`src/rtl/dpam_defines.vh`:
```
// Function
// - writes into the extended data window finish in one cycle, no overhead.
// - indirect addresses below 0x8000 ignore both page registers.
// - window address with page 0x000 raises an address error trap.
// - window address is page bits 8:0 above effective address bits 14:0.
// - near data 0x0000 to 0x1FFF is also reachable by direct addressing.
// - stack pointer points at next free word; stack grows upward.
// - pop pre-decrements the stack pointer; push post-increments it.
// - call pushes program counter with its top byte zeroed.
// - exception push places status low byte over program counter top byte.
// - stack limit is not reset and every write to it clears its bit 0.
// - only push stack addresses are compared against the limit; pops and stack references are not.
// - push at pointer equal to limit is fine; the next push traps.
// - stack pointer below 0x0800 raises a stack error trap.
// - table address is table page above the 16-bit effective address.
// - table page bit 7 selects user or configuration memory.
// - read page bit 9 set forms a 23-bit program address.
// - read page bit 8 selects lower or upper program word.
// - program visibility reaches user memory only; address bit 23 is zero.
// - program address bit 15 comes from read page bit 0.
// - program visibility is read only; writes are not performed.
`ifndef DPAM_DEFINES_VH
`define DPAM_DEFINES_VH
`define DPAM_WINDOW_BIT   15
`define DPAM_PV_BIT       9
`define DPAM_PV_HI_BIT    8
`define DPAM_CFG_BIT      7
`define DPAM_NEAR_TOP     16'h1FFF
`define DPAM_SFR_END      16'h0800
`define DPAM_WORD_STEP    16'h0002
`define DPAM_RPAGE_RST    10'h001
`define DPAM_WPAGE_RST    9'h001
`define DPAM_TPAGE_RST    8'h00
`define DPAM_SP_RST       16'h0800
`endif

```
`src/rtl/dpam_page_map.v`:
```
`timescale 1ns/10ps
`include "dpam_defines.vh"
module dpam_page_map #(
	parameter PW = 9
)(
	input  wire [15:0]   i_ea,
	input  wire [PW-1:0] i_page,
	output wire          o_window,
	output wire          o_page_zero,
	output wire [23:0]   o_addr
);
	assign o_window    = i_ea[`DPAM_WINDOW_BIT];
	assign o_page_zero = (i_page == {PW{1'b0}});
	// below the window the page is ignored
	assign o_addr = o_window ? {i_page[8:0], i_ea[14:0]} : {8'h00, i_ea};
endmodule // dpam_page_map

```
`src/rtl/dpam_stack_check.v`:
```
`timescale 1ns/10ps
`include "dpam_defines.vh"
module dpam_stack_check (
	input  wire [15:0] i_sp,
	input  wire [15:0] i_limit,
	input  wire        i_push,
	input  wire        i_use,
	output wire        o_err
);
	// limit may hold stale power-up contents; software must load it
	wire over  = i_push && (i_sp > i_limit);
	wire under = i_sp < `DPAM_SFR_END;
	assign o_err = i_use && (over || under);
endmodule // dpam_stack_check

```
`src/rtl/dpam_addr_map.v`:
```
`timescale 1ns/10ps
`include "dpam_defines.vh"
module dpam_addr_map (
	input  wire        i_ref_clk,
	input  wire        i_rst_n,
	input  wire        i_rd,
	input  wire        i_wr,
	input  wire        i_direct,
	input  wire [15:0] i_ea,
	input  wire        i_tbl,
	input  wire        i_rpage_we,
	input  wire [9:0]  i_rpage_wdata,
	input  wire        i_wpage_we,
	input  wire [8:0]  i_wpage_wdata,
	input  wire        i_tpage_we,
	input  wire [7:0]  i_tpage_wdata,
	input  wire        i_limit_we,
	input  wire [15:0] i_limit_wdata,
	input  wire        i_sp_we,
	input  wire [15:0] i_sp_wdata,
	input  wire        i_push,
	input  wire        i_pop,
	input  wire        i_sp_ref,
	input  wire        i_call_push,
	input  wire        i_exc_push,
	input  wire [22:0] i_pc,
	input  wire [7:0]  i_status_low_byte,
	output reg  [23:0] o_data_addr,
	output reg         o_data_rd,
	output reg         o_data_wr,
	output reg  [23:0] o_prog_addr,
	output reg         o_prog_rd,
	output reg         o_prog_hi_word,
	output reg         o_cfg_space,
	output reg  [15:0] o_stack_addr,
	output reg         o_stack_rd,
	output reg         o_stack_wr,
	output reg  [15:0] o_stack_lo_word,
	output reg  [15:0] o_stack_hi_word,
	output reg  [15:0] o_stack_pointer_reg,
	output reg  [9:0]  o_data_read_page,
	output reg  [8:0]  o_data_write_page,
	output reg  [7:0]  o_table_page,
	output reg  [15:0] o_stack_limit,
	output reg         o_addr_err,
	output reg         o_stack_err
);
////////////////////////////////////////////////////////////////////////
	reg  [9:0]  data_read_page;
	reg  [8:0]  data_write_page;
	reg  [7:0]  table_page;
	reg  [15:0] stack_limit;
	reg  [15:0] stack_pointer_reg;
	wire        rwin;
	wire        rzero;
	wire [23:0] raddr;
	wire        wwin;
	wire        wzero;
	wire [23:0] waddr;
	wire        serr;
	wire        any_push;
	wire        prog_vis;
	wire [15:0] pop_sp;
	wire [15:0] access_sp;
	dpam_page_map #(.PW(10)) u_rmap (
		.i_ea        (i_ea),
		.i_page      (data_read_page),
		.o_window    (rwin),
		.o_page_zero (rzero),
		.o_addr      (raddr)
	);
	dpam_page_map #(.PW(9)) u_wmap (
		.i_ea        (i_ea),
		.i_page      (data_write_page),
		.o_window    (wwin),
		.o_page_zero (wzero),
		.o_addr      (waddr)
	);
	assign any_push  = i_push | i_call_push | i_exc_push;
	assign pop_sp    = stack_pointer_reg - `DPAM_WORD_STEP;
	assign access_sp = i_pop ? pop_sp : stack_pointer_reg;
	dpam_stack_check u_chk (
		.i_sp    (access_sp),
		.i_limit (stack_limit),
		.i_push  (any_push),
		.i_use   (any_push | i_pop | i_sp_ref),
		.o_err   (serr)
	);
	assign prog_vis = i_rd && rwin && data_read_page[`DPAM_PV_BIT];
////////////////////////////////////////////////////////////////////////
	// page and limit registers; limit has no reset
	always @(posedge i_ref_clk or negedge i_rst_n)
	begin
		if (!i_rst_n)
		begin
			data_read_page  <= `DPAM_RPAGE_RST;
			data_write_page <= `DPAM_WPAGE_RST;
			table_page      <= `DPAM_TPAGE_RST;
		end
		else
		begin
			if (i_rpage_we)
				data_read_page <= i_rpage_wdata;
			if (i_wpage_we)
				data_write_page <= i_wpage_wdata;
			if (i_tpage_we)
				table_page <= i_tpage_wdata;
		end
	end
	always @(posedge i_ref_clk)
	begin
		if (i_limit_we)
			stack_limit <= {i_limit_wdata[15:1], 1'b0};
	end
////////////////////////////////////////////////////////////////////////
	// stack pointer always names the next free word
	always @(posedge i_ref_clk or negedge i_rst_n)
	begin
		if (!i_rst_n)
		begin
			stack_pointer_reg <= `DPAM_SP_RST;
			o_stack_addr      <= 16'h0000;
			o_stack_rd        <= 1'b0;
			o_stack_wr        <= 1'b0;
			o_stack_lo_word   <= 16'h0000;
			o_stack_hi_word   <= 16'h0000;
			o_stack_err       <= 1'b0;
		end
		else
		begin
			o_stack_rd  <= i_pop;
			o_stack_wr  <= any_push;
			o_stack_err <= serr;
			o_stack_addr <= access_sp;
			if (i_call_push)
			begin
				// two words are pushed; this block emits both at once
				o_stack_lo_word <= i_pc[15:0];
				o_stack_hi_word <= {8'h00, 1'b0, i_pc[22:16]};
			end
			else if (i_exc_push)
			begin
				o_stack_lo_word <= i_pc[15:0];
				o_stack_hi_word <= {i_status_low_byte, 1'b0, i_pc[22:16]};
			end
			if (i_sp_we)
				stack_pointer_reg <= {i_sp_wdata[15:1], 1'b0};
			else if (i_pop)
				stack_pointer_reg <= pop_sp;
			else if (i_call_push || i_exc_push)
				stack_pointer_reg <= stack_pointer_reg + 16'h0004;
			else if (i_push)
				stack_pointer_reg <= stack_pointer_reg + `DPAM_WORD_STEP;
		end
	end
////////////////////////////////////////////////////////////////////////
	// data and program address generation, one cycle each
	always @(posedge i_ref_clk or negedge i_rst_n)
	begin
		if (!i_rst_n)
		begin
			o_data_addr    <= 24'h000000;
			o_data_rd      <= 1'b0;
			o_data_wr      <= 1'b0;
			o_prog_addr    <= 24'h000000;
			o_prog_rd      <= 1'b0;
			o_prog_hi_word <= 1'b0;
			o_cfg_space    <= 1'b0;
			o_addr_err     <= 1'b0;
		end
		else
		begin
			o_data_rd  <= 1'b0;
			o_data_wr  <= 1'b0;
			o_prog_rd  <= 1'b0;
			o_addr_err <= 1'b0;
			if (i_tbl && (i_rd || i_wr))
			begin
				o_prog_addr <= {table_page, i_ea};
				o_cfg_space <= table_page[`DPAM_CFG_BIT];
				o_prog_rd   <= i_rd;
			end
			else if (i_direct && (i_rd || i_wr))
			begin
				o_data_addr <= {8'h00, 3'b000, i_ea[12:0]};
				o_data_rd   <= i_rd;
				o_data_wr   <= i_wr;
			end
			else if (prog_vis)
			begin
				o_prog_addr <= {1'b0, data_read_page[7:1], data_read_page[0],
					i_ea[14:0]};
				o_prog_hi_word <= data_read_page[`DPAM_PV_HI_BIT];
				o_cfg_space    <= 1'b0;
				o_prog_rd      <= 1'b1;
			end
			else if (i_rd)
			begin
				o_data_addr <= raddr;
				o_data_rd   <= ~(rwin & rzero);
				o_addr_err  <= rwin & rzero;
			end
			else if (i_wr)
			begin
				// single cycle, page bit 9 never diverts writes to program
				o_data_addr <= waddr;
				o_data_wr   <= ~(wwin & wzero);
				o_addr_err  <= wwin & wzero;
			end
		end
	end
////////////////////////////////////////////////////////////////////////
	always @(posedge i_ref_clk or negedge i_rst_n)
	begin
		if (!i_rst_n)
		begin
			o_stack_pointer_reg <= `DPAM_SP_RST;
			o_data_read_page    <= `DPAM_RPAGE_RST;
			o_data_write_page   <= `DPAM_WPAGE_RST;
			o_table_page        <= `DPAM_TPAGE_RST;
			o_stack_limit       <= 16'h0000;
		end
		else
		begin
			o_stack_pointer_reg <= stack_pointer_reg;
			o_data_read_page    <= data_read_page;
			o_data_write_page   <= data_write_page;
			o_table_page        <= table_page;
			o_stack_limit       <= stack_limit;
		end
	end
endmodule // dpam_addr_map

```
`config.mk`:
```
export PLATFORM = sky130hd
export DESIGN_NAME = dpam_addr_map
export DESIGN_NICKNAME = d
export VERILOG_FILES = /design/src/rtl/dpam_page_map.v /design/src/rtl/dpam_stack_check.v /design/src/rtl/dpam_addr_map.v
export VERILOG_INCLUDE_DIRS = /design/src /design/src/rtl
export SDC_FILE = /design/constraint.sdc
export NUM_CORES = 1
export LEC_CHECK = 0
export ABC_CLOCK_PERIOD_IN_PS = 4200
export BUFFER_PORTS_ARGS = -buffer_cell sky130_fd_sc_hd__buf_2
export CAP_MARGIN = 10
export CORE_MARGIN = 2
export CORE_UTILIZATION = 40
export CTS_CLUSTER_SIZE = 24
export DETAILED_ROUTE_END_ITERATION = 12
export GPL_TIMING_DRIVEN = 0
export PLACE_DENSITY = 0.66
export SLEW_MARGIN = 5
export SYNTH_ARGS = -nofsm -noshare
export SYNTH_HDL_FRONTEND = slang
export SYNTH_SLANG_ARGS = --single-unit
```
`constraint.sdc`:
```
create_clock -name i_ref_clk -period 4.2 [get_ports i_ref_clk]
set_input_delay 0.42 -clock i_ref_clk [delete_from_list [all_inputs] [get_ports i_ref_clk]]
set_output_delay 0.42 -clock i_ref_clk [all_outputs]
set_load 0.005 [all_outputs]
```
==> results of run 1 <==
-- power groups by stage --
| stage | clock, uW | sequential, uW | combinational [uW] |
|---|---|---|---|
| 2_1_floorplan | 0 | 2500 | 388 |
| 3_3_place_gp | 0 | 2500 | 784 |
| 3_5_place_dp | 0 | 2500 | 804 |
| 4_1_cts | 2150 | 2470 | 808 |
| 5_1_grt | 2230 | 2500 | 891 |
| 6_report | 2090 | 2470 | 793 |
-- synthesized netlist by cell type, drive strengths merged (2+ instances only) --
cell type,n
and3,2
buf,18
or3,7
and2,2
o221ai,2
nand3,10
nand2b,2
nand4,6
dfrtp,195
nand2,107
nor2,30
a221oi,2
o211ai,2
inv,28
o21ai,18
o31ai,9
ha,20
nor3b,6
mux2,60
nor4b,2
nor4,8
xnor2,13
mux2i,29
and4,2
clkbuf,17
a31oi,5
edfxtp,15
or4,2
o2111ai,2
nand3b,2
nor3,13
or2,2
dfstp,6
a211oi,2
a21oi,19
xor2,12
-- cells by family after synthesis --
group           after synthesis  share of synthesized area (%)
simple gates                206                           11.5
other cells                   1                         0.0431
buf+inv                      64                           3.26
mux                          89                           11.1
fa+ha+maj                    20                           2.87
compound gates               75                           5.70
xor+xnor                     25                           2.51
flops                       216                           63.0
-- cells in the final DEF (no fill, tap or decap), drive strengths merged, types with 4 or more instances in the layout --
cell type	Yosys	layout
nor4	8	8
buf	18	294
a31oi	5	5
nand3	10	10
dfstp	6	6
inv	28	28
o31ai	9	9
clkbuf	17	56
mux2i	29	29
clkinv	1	5
conb	1	4
a21oi	19	19
edfxtp	15	15
ha	20	20
nor3	13	13
nor2	30	30
nand2	107	107
o21ai	18	18
xor2	12	12
xnor2	13	13
dfrtp	195	195
nor3b	6	6
nand4	6	6
or3	7	7
mux2	60	60
-- metal layers --
metal | track usage (%) | wire length (um) | vias up
met4 | 3.38 | 350 | 2
li1 | - | - | 3020
met3 | 5.51 | 2020 | 29
met1 | 23.5 | 8960 | 3016
met2 | 30.5 | 10100 | 265
met5 | 0 | 13 | -
-- timing repair --
item                                   4_1_cts  5_1_grt
buffers inserted                             0        0
endpoints found under the hold margin       48        0
hold buffers                                 1        0
gates resized for setup                      0        0
-- cell type report --
type / count / area (um2)
fillers: 1861 / 9890
well taps: 275 / 344
multi-input cells: 419 / 2950
clock inverters: 5 / 35.0
flip-flops and latches: 216 / 5490
plain buffers: 35 / 175
clock buffers: 39 / 779
repair buffers: 277 / 1450
diodes: 2 / 5.00
inverters: 29 / 109
-- stage by stage --
step,std cells,TNS [ns]
after floorplan,699,0
after global placement,1248,-128.33
after detailed placement,1250,0
after CTS,1295,0
after global routing,1295,0
final,1297,0
-- worst paths after layout --
kind,start,to,slack (ns),cells after the start
min reg2reg,stack_limit[9]$_DFFE_PP_,o_stack_limit[9]$_DFF_PN0_,0.38,0
max in group asynchronous,i_rst_n,data_read_page[0]$_DFFE_PN1P_,3.02,3
min,i_limit_wdata[3],stack_limit[3]$_DFFE_PP_,0.09,1
max reg2reg,stack_pointer_reg[3]$_DFFE_PN0P_,o_stack_err$_DFF_PN0_,0.78,12
max,stack_pointer_reg[3]$_DFFE_PN0P_,o_stack_err$_DFF_PN0_,0.78,12
min in group asynchronous,i_rst_n,o_data_addr[8]$_DFFE_PN0P_,0.43,2
-- worst max-delay path, cell delays in order (launching register included) --
cell and delay [ns]:
dfrtp_1 0.39, buf_2 0.25, inv_1 0.11, ha_1 0.20, a21bo_2 0.25, or4_1 0.45, xnor2_1 0.34, ha_1 0.32
o21ai_0 0.18, nor2_1 0.05, or3_1 0.32, a221oi_1 0.31, o32ai_1 0.12
==> results.yml, run 1 <==
worst_setup_path:
  crit_fanout: 10
  cp.arrival_ns: 3.79
  path_class: "reg2reg"
  cp-end-kind: "flop"
  crit_path_start_kind: "flop"
  cp.required_ns: 4.57
synthesis:
  synthFlopType: "dfrtp_1"
  synth-edff-count: 15
  synth_cell_types: 66
  synth_top_cell_area_share_pct: 56.0
  synthTopCellsByArea: "dfrtp_1 (56%), mux2_2 (7.8%), edfxtp_1 (5.2%)"
  yosysTopAreaCell: "dfrtp_1"
  synth_area_um2: 8710
  ys_warn_count: 0
  async_flop_share_pct: 93.1
  syn_area_per_cell_um2: 12.5
  synth-seq-area-share_pct: 63.0
  ys_ff_latch: 216
  syn-instance-count: 696
detailed_routing:
  vias: 6332
  antenna_left: 0
  totalWireLength_um: 21400
  wire_per_inst_um: 16.5
  drt-pass1-iter-count: 5
  drtIter0Drc: 245
  drc: 0
  vias_per_cell: 4.88
run_status:
  status: "finished, final reports clean"
placed_design:
  postPlaceCellArea_um2: 10500
  place_congestion: 0.857
  hpwl_um: 16000
  port_buffers: 274
  pre_cts_slack_ns: 0.830
sta:
  rsz0062_at_grt: "no"
  hold_viol_final: 0
  fin_crit_sh_pct: 81.4
  setup_ws_ns: 0.782
  hold_slack_ns: 0.0876
  min_period_ns: 3.42
  maxSlewHeadroom_pct: 48.4
  slew_viol_final: 0
  clock_skew_ns: 0.00778
  worst_pin_slew_ns: 0.772
  setup_viol: 0
  max_freq_mhz: 293
cells_and_area:
  nNetsFinal: 1144
  fin_area_um2: 11300
  drive_gt1_share_pct: 39.9
  top_regs: "o_data_addr (24), o_prog_addr (24), o_stack_lo_word (16)"
  postLayoutCoreUtil_pct: 53.4
  syn_to_final_growth_pct: 30.1
power_and_ir_drop:
  vdd_ir_drop_max_v: 0.000304
  p_comb_share_pct: 14.8
  p_switching_uw: 1370
  p_clk_share_pct: 39.0
  fin_total_pwr_uw: 5350
  p_leak_uw: 0.00555
  power_density_nw_per_um2: 472
  sw_frac_of_total_pct: 25.6
  pwr-share-seq_pct: 46.1
  intPower_uw: 3980
cts:
  clk_latency_ns: 0.51
  clkSinkCount: 216
  cts_buffers: 24
  htree_levels: 1
  cts_buffer_depth: 3
  tritoncts: "built"
  path_clk_slew_ns: 0.06
  root_buffer: "clkbuf_16"
global_route:
  grt_pass1_vias: 6160
  grt_first_pass_wirelength_um: 32900
  grt_usage_pct: 18.2
  grt_start_max_net_pins: 79
  gr-total-overflow: 0
  antenna_found_initial: 3
die:
  io_pins: 286
  fp.dieW_um: 152
  std_cell_rows: 53
  core-area_um2: 21200
  die_h_um: 152
  initial_core_util_pct: 41.0
  die-area_um2: 23000
job:
  maxCapViolations: 0
worst_hold_path:
  holdCritPathClass: "in2reg"
No activity file was read; power rests on OpenSTA's default activity.
==> run 2: changes to the inputs <==
Settings changed: ABC_AREA set to 1, ABC_CLOCK_PERIOD_IN_PS 4200 to 3000, PLACE_DENSITY 0.66 to 0.68.
Clock period 4.2 ns to 3 ns, I/O delays scaled along.
==> run 2 against run 1 <==
Routed wire length rose by 18%; clock-buffer cell count decreased by 11; clock power grew 30%; core utilization is 0.85 points higher; via count increased by 22%.
==> results.yml, run 2 <==
worst_setup_path:
  path_class: "reg2reg"
  r2r_cells: 17
  reg2reg_to: "o_stack_err$_DFF_PN0_"
  crit_path_start_kind: "flop"
  cp.required_ns: 3.43
  crit_fanout: 6
  cp.arrival_ns: 3.14
  cp-end-kind: "flop"
  rr_startpoint: "stack_pointer_reg[3]$_DFFE_PN0P_"
  r2r_slack_ns: 0.29
global_route:
  gr-total-overflow: 0
  grt_usage_pct: 20.9
  grt_start_max_net_pins: 116
  grt_first_pass_wirelength_um: 39800
  grt_pass1_vias: 7677
  antenna_found_initial: 4
detailed_routing:
  wire_per_inst_um: 16.1
  antenna_left: 0
  drc: 0
  drtIter0Drc: 570
  totalWireLength_um: 25300
  drt-pass1-iter-count: 5
  vias_per_cell: 4.92
  vias: 7706
cells_and_area:
  nNetsFinal: 1412
  postLayoutCoreUtil_pct: 54.2
  drive_gt1_share_pct: 29.1
  final_cells: 1566
  top_regs: "o_data_addr (24), o_prog_addr (24), o_stack_lo_word (16)"
  layout_common_cells: "buf_2 (286), nand2_1 (269), dfrtp_1 (194)"
  syn_to_final_growth_pct: 32.9
  fin_area_um2: 11800
  layout.cells.most_common: "buf_2"
die:
  core-area_um2: 21800
  fp.dieW_um: 153
  die_h_um: 153
  std_cell_rows: 54
  io_pins: 286
  die-area_um2: 23500
  initial_core_util_pct: 40.8
worst_hold_path:
  worstHoldPathCells: 3
  holdCritPathClass: "in2reg"
  worstHoldEndpoint: "data_write_page[7]$_DFFE_PN0P_"
  hold_start: "i_wpage_wdata[7]"
power_and_ir_drop:
  p_leak_uw: 0.00618
  power_density_nw_per_um2: 617
  vdd_ir_drop_max_v: 0.000302
synthesis:
  syn_area_per_cell_um2: 9.64
  ys_warn_count: 0
  syn-instance-count: 924
  synth_top_cell_area_share_pct: 54.8
  synth_most_common_cell: "nand2_1"
  synth-seq-area-share_pct: 61.6
  synthTopCellsByCount: "nand2_1 (269), dfrtp_1 (195), inv_1 (95), o21ai_0 (69), nand3_1 (57)"
  synth-edff-count: 15
  async_flop_share_pct: 93.1
  yosysTopAreaCell: "dfrtp_1"
  synthTopCellsByArea: "dfrtp_1 (55%), nand2_1 (11%), edfxtp_1 (5.1%)"
  synth_cell_types: 42
  synth_area_um2: 8910
  synthFlopType: "dfrtp_1"
  ys_ff_latch: 216
placed_design:
  placedCellCount: 1485
  hpwl_um: 18400
  place_congestion: 0.925
  pre_cts_slack_ns: 0.299
  port_buffers: 276
  postPlaceCellArea_um2: 10700
sta:
  min_period_ns: 2.71
  maxSlewHeadroom_pct: 59.9
  setup_ws_ns: 0.289
  setup_viol: 0
  slew_viol_final: 0
  clock_skew_ns: 0.00930
  hold_viol_final: 0
  rsz0062_at_grt: "no"
  max_freq_mhz: 369
  fin_crit_sh_pct: 90.4
  fin_tns_setup_ns: 0
  worst_pin_slew_ns: 0.595
run_status:
  status: "finished, final reports clean"
cts:
  cts_buffers: 23
  clk_latency_ns: 0.50
  path_clk_slew_ns: 0.06
  post_cts_buffers: 0
  tritoncts: "built"
  root_buffer: "clkbuf_16"
  clkSinkCount: 216
  htree_levels: 1
  cts_buffer_depth: 3
job:
  maxCapViolations: 0
-- run 2: worst max-delay path by stage --
stage          slack (ns)                        endpoint                              from  depth (start not counted)
3_3_place_gp        -1.71  data_write_page[4]$_DFFE_PN0P_                           i_rst_n                          1
3_5_place_dp         0.30           o_stack_err$_DFF_PN0_  stack_pointer_reg[2]$_DFFE_PN0P_                         17
4_1_cts              0.28           o_stack_err$_DFF_PN0_  stack_pointer_reg[2]$_DFFE_PN0P_                         17
6_report             0.29           o_stack_err$_DFF_PN0_  stack_pointer_reg[3]$_DFFE_PN0P_                         17
2_1_floorplan        0.76           o_stack_err$_DFF_PN0_  stack_pointer_reg[3]$_DFFE_PN0P_                         17
5_1_grt              0.03           o_stack_err$_DFF_PN0_  stack_pointer_reg[3]$_DFFE_PN0P_                         17
-- run 2: where the power goes --
group          internal (uW)  leakage, uW  switching (uW)
sequential              3250      0.00257             171
combinational            482      0.00326             680
clock                   1600     0.000351            1120
total                   5330      0.00618            1970
-- run 2: kinds of logic (layout without fill, tap and decap cells) --
kind of cell / Yosys count / after routing / synth area share [%]
buffers and inverters: 142 / 499 / 6.97
AO/OA/AOI/OAI: 140 / 140 / 8.73
adder cells (fa/ha/maj): 20 / 20 / 2.81
XOR/XNOR: 6 / 6 / 0.590
AND/OR/NAND/NOR: 399 / 399 / 19.3
flip-flops: 216 / 216 / 61.6
other: 1 / 6 / 0.0421
-- run 2: stage by stage --
stage	total power, uW	hold slack, ns
finish	7300	0.0172
global route	7670	0.00904
CTS	7380	0.00210
detailed placement	4590	0.0755
global placement	4550	0.354
floorplan	3990	0.00441
-- run 2: timing repair --
item                       4_1_cts  5_1_grt
hold endpoints to repair       152        0
gates resized for setup          0        1
hold buffers                    40        0
setup endpoints to repair        0        1
-- run 2: layout make-up --
type,count,area [um2]
tap,280,350
buffer,37,224
clock inverter,11,109
sequential,216,5490
clock buffer,28,604
antenna,2,5.00
fill,1975,9990
inverter,105,397
timing repair buffer,318,1850
multi-input combinational,569,2810
-- run 2: routing by layer --
metal  wire [um]  GRT usage, %
met5          27             0
met1       10700          27.6
met2       11800          34.7
met3        2200          5.56
met4         506          4.89
-- run 2: critical path, stage by stage (launching register included) --
cell and delay (ns):
dfrtp_1 0.49, inv_1 0.16, ha_1 0.21, nand2_1 0.12, nand3_2 0.13, nor2_4 0.13
nand3_1 0.08, nand3_1 0.14, nand2_1 0.12, ha_1 0.29, nand2_1 0.05, inv_1 0.06
nand3_1 0.09, nor3_1 0.19, nand2_1 0.08, nand2_1 0.06, nand3_1 0.08, a21oi_1 0.15
